<file path="src/slx_defines.svh">
// Purpose: constants for the serial link extended-features register bank
// Assumes: byte offsets into configuration space, 32-bit registers
// Notes:   included by the register bank module only
// Summary of operation
// the serial block sits at 0x0100 and the lane block at 0x0400, in that order.
// each block's first word holds its type id and the next-block pointer, 0x0 ends the chain.
// registers decode as block base plus offset: 0x0, 0x20, 0x24, 0x3C, 0x40 and 0x44.
// the header is read only, pointer in 31:16, id 0x0002 with software recovery else 0x0001.
// the link timeout value in bits 31:8 is writable and times ack and link-response waits.
// a timeout lasts the value times a line-rate step of 224, 240, 192, 256 or 205 ns.
// the response timeout value in bits 31:8 times a request until its response, same steps.
// each increment of a timeout value adds one equal step, from zero to the field maximum; the code times a value of zero as one step, like one.
// the general control bits exist once for the device and apply to every port.
// general control bit 31 is the writable host flag with a build-time reset value.
// general control bit 30 permits requests; while 0 user requests are refused.
// general control bit 29 is the writable discovered flag.
// every write to the maintenance request register sends one link-request symbol.
// request bits 2:0 hold the command, reset to zero, carried in the link-request.
// the maintenance request register exists only with software-assisted recovery built in.
// a received link response sets the valid flag at 0x44, which clears when read.
// reserved bits and offsets read zero and ignore writes.
`ifndef SLX_DEFINES_SVH
`define SLX_DEFINES_SVH
`define SLX_SERIAL_BASE   24'h00_0100
`define SLX_LANE_BASE     16'h0400
`define SLX_OFF_HEADER    8'h00
`define SLX_OFF_LINK_TMO  8'h20
`define SLX_OFF_RESP_TMO  8'h24
`define SLX_OFF_GEN_CTL   8'h3C
`define SLX_OFF_LREQ      8'h40
`define SLX_OFF_LRESP     8'h44
`define SLX_ID_SWREC      16'h0002
`define SLX_ID_PLAIN      16'h0001
`define SLX_TMO_MSB       31
`define SLX_TMO_LSB       8
`define SLX_GC_HOST       31
`define SLX_GC_REQ_EN     30
`define SLX_GC_DISC       29
`define SLX_LREQ_CMD_RST  3'h0
`define SLX_RSP_VALID     31
`define SLX_CLK_PERIOD_NS 9'h005
`define SLX_STEP_1G25_NS  9'h0E0
`define SLX_STEP_2G5_NS   9'h0F0
`define SLX_STEP_3G125_NS 9'h0C0
`define SLX_STEP_5G_NS    9'h100
`define SLX_STEP_6G25_NS  9'h0CD
`endif

</file>
<file path="src/slx_pkg.sv">
// Purpose: shared types of the serial link register bank
// Assumes: slx_defines.svh holds the offsets, field positions and step lengths; the line-rate codes are set here
// Notes:   structs carry grouped signals across the module ports
package slx_pkg;
   typedef enum logic [2:0] {
      SLX_RATE_1G25  = 3'b000,
      SLX_RATE_2G5   = 3'b001,
      SLX_RATE_3G125 = 3'b010,
      SLX_RATE_5G    = 3'b011,
      SLX_RATE_6G25  = 3'b100
   } slx_rate_t;
   typedef struct packed {
      logic        valid;
      logic        write;
      logic [23:0] addr;
      logic [31:0] wdata;
   } slx_cfg_req_t;
   typedef struct packed {
      logic        ack;
      logic [31:0] rdata;
   } slx_cfg_rsp_t;
   typedef struct packed {
      logic       valid;
      logic [5:0] ackid;
      logic [4:0] status;
   } slx_lresp_t;
endpackage

</file>
<file path="src/slx_regs.sv">
// Purpose: serial link extended-features registers, timeout timers, link-request launch
// Assumes: configuration accesses arrive on one clock, answered one cycle later
// Notes:   the lane block header at 0x0400 is outside this bank and reads zero here
`include "slx_defines.svh"
module slx_regs
   import slx_pkg::*;
#(
   parameter bit          SW_RECOVERY  = 1'b1,
   parameter logic [15:0] NEXT_PTR     = `SLX_LANE_BASE,
   parameter slx_rate_t   LINE_RATE    = SLX_RATE_3G125,
   parameter logic [23:0] LINK_TMO_RST = 24'hFF_FFFF,
   parameter logic [23:0] RESP_TMO_RST = 24'hFF_FFFF,
   parameter bit          HOST_RST     = 1'b0,
   parameter bit          REQ_EN_RST   = 1'b1,
   parameter bit          DISC_RST     = 1'b0
)
(
   input  wire logic         sys_clk,
   input  wire logic         rstn,
   input  wire slx_cfg_req_t cfg_req,
   output slx_cfg_rsp_t      cfg_rsp,
   input  wire logic         usr_req_valid,
   output logic              usr_req_ready,
   input  wire logic         core_req_ready,
   input  wire logic [1:0]   tmo_start,
   input  wire logic [1:0]   tmo_stop,
   output logic [1:0]        tmo_expired,
   output logic              lreq_send,
   output logic [2:0]        lreq_cmd,
   input  wire slx_lresp_t   lresp
);

   // address decode within the serial block
   // block base plus register offset
   wire [23:0] blk_base = `SLX_SERIAL_BASE;
   wire        in_blk   = cfg_req.addr[23:8] == blk_base[23:8];
   wire [7:0]  off      = cfg_req.addr[7:0];
   wire        acc_wr   = cfg_req.valid && cfg_req.write && in_blk;
   wire        acc_rd   = cfg_req.valid && !cfg_req.write && in_blk;
   wire        hit_hdr  = off == `SLX_OFF_HEADER;
   wire        hit_ltmo = off == `SLX_OFF_LINK_TMO;
   wire        hit_rtmo = off == `SLX_OFF_RESP_TMO;
   wire        hit_gctl = off == `SLX_OFF_GEN_CTL;
   // maintenance pair only with recovery
   wire        hit_lreq = SW_RECOVERY && off == `SLX_OFF_LREQ;
   wire        hit_lrsp = SW_RECOVERY && off == `SLX_OFF_LRESP;

   logic [23:0] link_tmo;
   logic [23:0] resp_tmo;
   logic [2:0]  gen_ctl;
   logic        rsp_flag;
   logic [5:0]  rsp_ackid;
   logic [4:0]  rsp_status;

   // fixed header word, pointer then id
   wire [15:0] type_id  = SW_RECOVERY ? `SLX_ID_SWREC : `SLX_ID_PLAIN;
   // pointer leads to the lane block
   // first word, type id low and next pointer high
   wire [31:0] hdr_word = {NEXT_PTR, type_id};

   // read data mux, reserved bits and offsets give zero
   // reserved space reads zero
   wire [31:0] rd_mux =
      !in_blk  ? 32'h0000_0000 :
      hit_hdr  ? hdr_word :
      hit_ltmo ? {link_tmo, 8'h00} :
      hit_rtmo ? {resp_tmo, 8'h00} :
      hit_gctl ? {gen_ctl, 29'h0000_0000} :
      hit_lreq ? {29'h0000_0000, lreq_cmd} :
      hit_lrsp ? {rsp_flag, 20'h0_0000, rsp_ackid, rsp_status} :
      32'h0000_0000;

   // answer every access one cycle after it is taken
   always_ff @(posedge sys_clk or negedge rstn)
   begin
      if (!rstn)
      begin
         cfg_rsp <= '0;
      end
      else
      begin
         cfg_rsp.ack   <= cfg_req.valid;
         cfg_rsp.rdata <= (cfg_req.valid && !cfg_req.write) ? rd_mux : 32'h0000_0000;
      end
   end

   // timeout values, shared by all ports
   // link timeout write
   // response timeout write
   always_ff @(posedge sys_clk or negedge rstn)
   begin
      if (!rstn)
      begin
         link_tmo <= LINK_TMO_RST;
         resp_tmo <= RESP_TMO_RST;
      end
      else
      begin
         if (acc_wr && hit_ltmo)
            link_tmo <= cfg_req.wdata[`SLX_TMO_MSB:`SLX_TMO_LSB];
         if (acc_wr && hit_rtmo)
            resp_tmo <= cfg_req.wdata[`SLX_TMO_MSB:`SLX_TMO_LSB];
      end
   end

   // one device-wide copy of general control
   // host flag, R12: discovered flag
   always_ff @(posedge sys_clk or negedge rstn)
   begin
      if (!rstn)
         gen_ctl <= {HOST_RST, REQ_EN_RST, DISC_RST};
      else if (acc_wr && hit_gctl)
         gen_ctl <= cfg_req.wdata[`SLX_GC_HOST:`SLX_GC_DISC];
   end

   // user requests refused while permit low
   wire req_en = gen_ctl[`SLX_GC_REQ_EN - `SLX_GC_DISC];
   assign usr_req_ready = core_req_ready && req_en;

   // each write launches one link-request
   // command field held and sent
   always_ff @(posedge sys_clk or negedge rstn)
   begin
      if (!rstn)
      begin
         lreq_cmd  <= `SLX_LREQ_CMD_RST;
         lreq_send <= 1'b0;
      end
      else
      begin
         lreq_send <= acc_wr && hit_lreq;
         if (acc_wr && hit_lreq)
            lreq_cmd <= cfg_req.wdata[2:0];
      end
   end

   // response capture, valid clears on read, set wins
   wire rsp_read = acc_rd && hit_lrsp;
   always_ff @(posedge sys_clk or negedge rstn)
   begin
      if (!rstn)
      begin
         rsp_flag   <= 1'b0;
         rsp_ackid  <= 6'h00;
         rsp_status <= 5'h00;
      end
      else if (SW_RECOVERY && lresp.valid)
      begin
         rsp_flag   <= 1'b1;
         rsp_ackid  <= lresp.ackid;
         rsp_status <= lresp.status;
      end
      else if (rsp_read)
         rsp_flag <= 1'b0;
   end

   // line-rate step, the same for both timers
   wire [8:0] step_ns =
      (LINE_RATE == SLX_RATE_1G25) ? `SLX_STEP_1G25_NS :
      (LINE_RATE == SLX_RATE_2G5)  ? `SLX_STEP_2G5_NS :
      (LINE_RATE == SLX_RATE_5G)   ? `SLX_STEP_5G_NS :
      (LINE_RATE == SLX_RATE_6G25) ? `SLX_STEP_6G25_NS :
      `SLX_STEP_3G125_NS;
   wire [1:0] step_tick;

   // timer 0 link, timer 1 response
   logic [23:0] tmo_cnt [2];
   logic [8:0]  ns_acc  [2];
   logic [1:0]  tmo_run;
   wire  [23:0] tmo_lim [2];
   assign tmo_lim[0] = link_tmo;
   assign tmo_lim[1] = resp_tmo;

   for (genvar i = 0; i < 2; i++)
   begin : g_tmr
      // own fractional ns accumulator, restarted with its timer so the
      // first step is a full one and the long-run step length is exact
      wire [9:0]  ns_sum  = {1'b0, ns_acc[i]} + {1'b0, `SLX_CLK_PERIOD_NS};
      wire [9:0]  ns_left = ns_sum - {1'b0, step_ns};
      wire [24:0] cnt_inc = {1'b0, tmo_cnt[i]} + 25'h000_0001;
      wire        reach   = cnt_inc >= {1'b0, tmo_lim[i]};
      assign step_tick[i] = ns_sum >= {1'b0, step_ns};

      // step accumulator advances only while its timer runs
      always_ff @(posedge sys_clk or negedge rstn)
      begin
         if (!rstn)
            ns_acc[i] <= 9'h000;
         else if (tmo_start[i])
            ns_acc[i] <= 9'h000;
         else if (tmo_run[i])
            ns_acc[i] <= step_tick[i] ? ns_left[8:0] : ns_sum[8:0];
      end

      // one equal step per count
      always_ff @(posedge sys_clk or negedge rstn)
      begin
         if (!rstn)
         begin
            tmo_cnt[i]     <= 24'h00_0000;
            tmo_run[i]     <= 1'b0;
            tmo_expired[i] <= 1'b0;
         end
         else
         begin
            tmo_expired[i] <= 1'b0;
            if (tmo_start[i])
            begin
               tmo_cnt[i] <= 24'h00_0000;
               tmo_run[i] <= 1'b1;
            end
            else if (tmo_stop[i])
               tmo_run[i] <= 1'b0;
            else if (tmo_run[i] && step_tick[i])
            begin
               if (reach)
               begin
                  tmo_run[i]     <= 1'b0;
                  tmo_expired[i] <= 1'b1;
               end
               else
                  tmo_cnt[i] <= cnt_inc[23:0];
            end
         end
      end
   end
endmodule

</file>
<file path="config.mk">
export PLATFORM = sky130hd
export DESIGN_NAME = slx_regs
export DESIGN_NICKNAME = d
export VERILOG_FILES = /design/src/slx_pkg.sv /design/src/slx_regs.sv
export VERILOG_INCLUDE_DIRS = /design/src
export SDC_FILE = /design/constraint.sdc
export NUM_CORES = 1
export LEC_CHECK = 0
export ABC_AREA = 0
export BUFFER_PORTS_ARGS = -buffer_cell sky130_fd_sc_hd__buf_2
export CORE_ASPECT_RATIO = 0.75
export CORE_MARGIN = 2
export CORE_UTILIZATION = 55
export CTS_CLUSTER_SIZE = 20
export DETAILED_ROUTE_END_ITERATION = 8
export GPL_ROUTABILITY_DRIVEN = 1
export GPL_TIMING_DRIVEN = 0
export HOLD_SLACK_MARGIN = 0.1
export PLACE_DENSITY = 0.76
export SLEW_MARGIN = 20
export SYNTH_ARGS = -nofsm -noshare
export SYNTH_HDL_FRONTEND = slang
export SYNTH_SLANG_ARGS = --single-unit
</file>
<file path="constraint.sdc">
create_clock -name sys_clk -period 4.5 [get_ports sys_clk]
set_input_delay 0 -clock sys_clk [delete_from_list [all_inputs] [get_ports sys_clk]]
set_output_delay 0 -clock sys_clk [all_outputs]
set_load 0.005 [all_outputs]
</file>
# [Yosys cells after proc, flatten, opt, wreduce, memory -nomap -nowiden]
# Index checks and enable logic that the tools add are counted.
[word_totals] output_inout_bits=40 reg_bits=170 wordCells=105 input_bits=78
[classes] n_lt_le_gt_ge=4 mux=40 add_sub_neg=6 reduce_logical=27 eq_ne=10
[op_table] operator="$mux W32" count=8
[op_table] operator="$mux W24" count=8
[op_table] operator="$mux W9" count=6
[op_table] operator="$add A24 B1 Y25 const B" count=2
[op_table] operator="$ge A25 B24 Y1" count=2
[op_table] operator="$eq A8 B6 Y1 const B" count=3
[op_table] operator="$add A9 B3 Y10 const B" count=2
[op_table] operator="$ge A10 B8 Y1 const B" count=2
[op_table] operator="$mux W1" count=18
[op_table] operator="$sub A9 B8 Y9 const B" count=2
[op_table] operator="$eq A16 B1 Y1 const B" count=1
[op_table] operator="$eq A8 B7 Y1 const B" count=2
[op_table] operator="$logic_and A1 B1 Y1" count=12
[op_table] operator="$reduce_bool A3 Y1" count=4
[op_table] operator="$reduce_bool A2 Y1" count=5
[op_table] operator="$logic_not A8 Y1" count=1
[op_table] operator="$ne A2 B2 Y1 const B" count=4
[op_table] operator="$reduce_and A3 Y1" count=2
[op_table] operator="$reduce_and A2 Y1" count=2
[op_table] operator="$logic_not A1 Y1" count=1

# [Longest topological paths before layout]
[depth] word_depth=9 mapped_depth=17 ltp_nobuf=15

# [Worst setup path after synthesis]
# Ideal clock, no wire load.
[synth_timing] kind="flip-flop to flip-flop" startpoint="register tmo_cnt[0] in the netlist's numbering" endpoint="register tmo_cnt[12] in the netlist's numbering" path_slack_ps=473 synth_period_minus_slack_ps=4027 setup_time_ps=136 required_ps=4364 n_path_buf=2 path_stages_with_launch=17 t_arrival_ps=3891 cell_sequence="dfrtp_1 > ha_1 > nand3_1 > nor3_1 > nand2_1 > or2_2 > nor2_1 > xor2_1 > ha_1 > nand3_1 > or4_1 > a21oi_1 > or2_0 > clkbuf_1 > clkbuf_1 > or3_1 > a21oi_1"
[synth_between] elab_chain_len=5 word_cells_on_any_way=8 classes_between="1 x add/sub; 1 x order compare; 1 x eq/ne; 4 x mux; 1 x reduce/logical"
[synth_lines] element="from (decl)" line="slx_regs.sv:167" text="logic [23:0] tmo_cnt [2];"
[synth_lines] element="from (signal, indexed assignment)" line="slx_regs.sv:222" text="tmo_cnt[i] <= cnt_inc[23:0];"
[synth_lines] element="$add A24 B1 Y25 (*)" line="slx_regs.sv:180" text="wire [24:0] cnt_inc = {1'b0, tmo_cnt[i]} + 25'h000_0001;"
[synth_lines] element="parallel branches: the longest is 4 deep, another holds $ge A25 B24 Y1"
# Mark *: on every way between the ends. The select of a mux whose other input is x is not followed.
# A chain may end at the register's enable or synchronous reset.

# [Worst setup path in the final report]
[layout_timing] startpoint="register tmo_cnt[9] in the netlist's numbering" endpoint="register tmo_cnt[16] in the netlist's numbering"
# The elaborated chain is that of the path after synthesis.

==> results.md <==
Critical path:
- The critical path class is flip-flop to flip-flop.
- For flop-to-flop paths, the worst setup slack is 0.19 ns.
- STA classifies the critical path startpoint as a flip-flop.
- The kind of end point of the critical path is a flip-flop.
- In this run the critical register-to-register path is launched from tmo_cnt[9]$_DFFE_PN0P_.
- The worst register-to-register path ends at tmo_cnt[16]$_DFFE_PN0P_.
- The signal arrival time at the worst endpoint is 4.66 ns.
- The largest fanout on the critical path is 10.
- The cell count of the worst reg-to-reg path is 16.
- The required time of the critical path is 4.85 ns.

CTS:
- TritonCTS created 17 clock buffers.
- Clock-pin slew was measured on the worst setup and hold paths at 0.07 ns.
- The clock latency reported for the late side of the worst-skew pair is 0.44 ns.
- The longest clock path from root to sink contains 2 buffers.
- The buffer cell driving the clock tree root is sky130_fd_sc_hd__clkbuf_16.
- The clock drives 170 sinks.
- The TritonCTS clock tree is done.
- The number of H-tree levels is 4.

STA:
- The number of hold-slack violations in the final timing report came to 0.
- The number of setup violations in the final report is 0.
- For the pin with the worst max-slew slack, the measured transition is 0.937 ns.
- Once routing completed, OpenROAD measured the worst setup slack at 0.193 ns.
- The post-route setup TNS is 0 ns.
- Counting I/O delays and the setup requirement, the final critical path takes 4.31 ns.
- The final worst-path cycle share is 95.7%.
- The final worst clock skew is 0.00999 ns.
- The maximum clock frequency is 232 MHz.
- The number of slew-limit violations in the final report is 0.
- The worst slew margin relative to its limit is 37.6%.

Cells and area:
- At the end of the flow, the number of nets in the layout was 1297.
- The layout-stage area growth over the synthesis result is 23.5%.
- Registers take 4320 µm².
- The multi-input gate area in the final layout is 5060 µm².
- The number of standard cells in the final layout excluding fillers is 1412.
- The share of layout cells above drive strength 1 is 25.2%.
- In the layout the commonest cells are sky130_fd_sc_hd__dfrtp_1, sky130_fd_sc_hd__buf_2, sky130_fd_sc_hd__nor2_1.
- The library cell used most frequently in the layout, excluding fill and tap cells, is sky130_fd_sc_hd__dfrtp_1.
- Once layout is complete, the utilization of the core stands at 70.3%.
- 0 antenna diodes ended up in the layout.
- After filler insertion, the fill cell instance count of the layout stands at 1263.

Place:
- Buffers placed on the I/O ports in this run total 110.
- The instance count after placement with tap cells included is 1310.
- The routability-driven placement congestion ratio is 0.864.
- Prior to clock tree synthesis, the placed netlist has a worst setup slack of -0.692 ns.
- The half-perimeter wire length after detailed placement is 17400 µm.

Die:
- The die extent in x is 157 µm.
- The floorplan has 41 rows.
- The core area is 17000 µm².
- The number of top-level pins is 118.
- The floorplan step set the die height to 119 µm.
- The die area is 18700 µm².
- The initial utilization of the core area, before any placement, comes to 56.9%.

Global route:
- The via count of the first global-routing pass is 7826.
- For this run the aggregate overflow at the end of global routing stands at 0.
- The pin count of the biggest net entering global routing is 92.
- The first-pass GRT wire length is 40400 µm.
- Across every metal layer, demand over resource in global routing totals 27.6%.
- The number of antenna violations at the first check in global routing is 0.

Routing:
- The average routed wire per standard cell is 17.9 µm.
- The final routed wirelength across all metal layers is 25200 µm.
- After detailed routing, the number of remaining DRC violations is 0.
- Before antenna repair, the detailed router went through 5 iterations.
- Once detail routing completed, the nets flagged for antenna violations numbered 0.
- The number of violations reported at the end of detailed-routing iteration 0 is 814.
- Detailed routing inserted a total of 8099 vias.
- The mean number of vias per cell is 5.74.

Synthesis:
- In the synthesized netlist the dominant register cell turns out to be sky130_fd_sc_hd__dfrtp_1.
- The number of unique standard cell types used by synthesis is 61.
- Dividing the synthesized area by the synthesized cell count gives 10.1 µm².
- The total of warnings raised by yosys is 0.
- The sequential share of the synthesized area is 44.5%.
- After synthesis, the share of flip-flops with an asynchronous set or reset is 100%.
- In this run, synthesis inferred 0 flip-flops with an integrated enable.
- The number of cells produced by synthesis is 963.
- The register bit count reported by yosys is 170.
- The cell area after technology mapping is 9690 µm².
- The net count after synthesis is 1097.

Power:
- The overall power is 3.44 mW.
- The maximum ir drop on the vdd rail is 0.000204 V.
- The leakage power of the design is 5.41 nW.
- The power per cell area is 287 nW/µm².

Run:
- The max-cap violation count is 0.

Hold path:
- The tightest min-delay check is of the input pin to asynchronous set/reset pin type.

Status:
- The run finished with clean final reports.
## layout make-up
type / instances / share of cell area (%)
multi-input cells: 699 / 42.2
flip-flops and latches: 170 / 36.1
repair buffers: 181 / 10.6
clock buffers: 19 / 3.70
well taps: 236 / 2.47
inverters: 59 / 1.85
clock inverters: 13 / 1.81
plain buffers: 35 / 1.31
## how the worst max path moves through the flow
stage	startpoint	to	slack [ns]	depth (start not counted)
2_1_floorplan	tmo_cnt[0]$_DFFE_PN0P_	tmo_cnt[12]$_DFFE_PN0P_	0.47	16
3_3_place_gp	tmo_cnt[0]$_DFFE_PN0P_	tmo_cnt[14]$_DFFE_PN0P_	-0.65	16
3_5_place_dp	tmo_cnt[0]$_DFFE_PN0P_	tmo_cnt[16]$_DFFE_PN0P_	-0.69	16
4_1_cts	tmo_cnt[0]$_DFFE_PN0P_	tmo_cnt[13]$_DFFE_PN0P_	0.06	16
5_1_grt	tmo_cnt[9]$_DFFE_PN0P_	tmo_cnt[12]$_DFFE_PN0P_	-0.006	16
6_report	tmo_cnt[9]$_DFFE_PN0P_	tmo_cnt[16]$_DFFE_PN0P_	0.19	16
## worst max-delay path, cell delays in order, from the launching register on
cell	delay (ns)
sky130_fd_sc_hd__dfrtp_1	0.48
sky130_fd_sc_hd__nand4_1	0.20
sky130_fd_sc_hd__nor2_1	0.40
sky130_fd_sc_hd__nand2_2	0.18
sky130_fd_sc_hd__or2_2	0.38
sky130_fd_sc_hd__nor2_1	0.18
sky130_fd_sc_hd__xor2_1	0.19
sky130_fd_sc_hd__ha_1	0.27
sky130_fd_sc_hd__a21o_1	0.16
sky130_fd_sc_hd__a21o_1	0.19
sky130_fd_sc_hd__a21oi_1	0.17
sky130_fd_sc_hd__nand4_1	0.22
sky130_fd_sc_hd__or2_0	0.29
sky130_fd_sc_hd__clkbuf_2	0.18
sky130_fd_sc_hd__clkbuf_4	0.22
sky130_fd_sc_hd__or3_1	0.34
sky130_fd_sc_hd__a21oi_1	0.17
## power by group
group          switching (mW)  total (mW)  internal, mW
Clock                   0.642        1.65          1.01
Combinational           0.112       0.210        0.0987
Sequential             0.0251        1.58          1.55
## registers in the layout (all words and copies together) (netlist names)
| signal | count |
|---|---|
| cfg_rsp | 33 |
| gen_ctl | 3 |
| link_tmo | 24 |
| lreq_cmd | 3 |
| lreq_send | 1 |
| ns_acc | 18 |
| resp_tmo | 24 |
| rsp_ackid | 6 |
| rsp_flag | 1 |
| rsp_status | 5 |
| tmo_cnt | 48 |
| tmo_expired | 2 |
| tmo_run | 2 |
## stage by stage
| step | area (µm²) | hold WS, ns |
|---|---|---|
| final | 12000 | 0.124 |
| after global routing | 12000 | 0.186 |
| after CTS | 11900 | 0.156 |
| after detailed placement | 10600 | 0.0263 |
| after global placement | 10500 | 0.127 |
| after floorplan | 9690 | -0.296 |
## synthesized netlist by cell type, drive strengths merged (7+ instances only)
cell type / number / area share (%)
clkbuf: 25 / 0.98
and2: 11 / 0.71
o31ai: 13 / 1.0
or4: 9 / 0.71
nand4: 19 / 1.2
and3: 10 / 0.65
mux2: 82 / 9.5
ha: 56 / 7.2
nand2: 49 / 1.9
nor2: 102 / 4.0
nand3: 29 / 1.5
xnor2: 47 / 4.2
dfstp: 49 / 13
nor3: 21 / 1.1
o21ai: 29 / 1.5
a22oi: 8 / 0.62
xor2: 22 / 2.0
nor4: 20 / 1.4
inv: 59 / 2.3
a21oi: 48 / 2.5
dfrtp: 121 / 31
a21o: 7 / 0.54
or3: 17 / 1.1
nand2b: 8 / 0.52
mux2i: 21 / 2.2
nor2b: 18 / 1.2
buf: 10 / 0.53
## kinds of logic after synthesis
kind of cell               count (synthesis)  synth area share [%]
buffers and inverters                     94                  3.80
adders and majority gates                 56                  7.23
DFF                                      170                  44.5
xor gates and xnor gates                  69                  6.24
AOI/OAI and AO/OA                        138                  8.92
and+or+nand+nor                          333                  17.6
muxes                                    103                  11.7
## metal layers
| metal | part of all wire, % | global-route usage (%) | vias to the layer above |
|---|---|---|---|
| met5 | 0 | 0 | - |
| met4 | 1.6 | 7.10 | 0 |
| met3 | 7.9 | 5.79 | 41 |
| met2 | 44 | 41.5 | 340 |
| met1 | 46 | 40.6 | 3928 |
| li1 | - | - | 3790 |
## timing repair
item,in CTS,in global routing
hold buffers,60,0
pin swaps,1,2
endpoints found under the hold margin,171,0
resized for setup,9,8
setup endpoints to repair,21,36
buffers inserted,3,7
(Power assumes the default switching activity.)
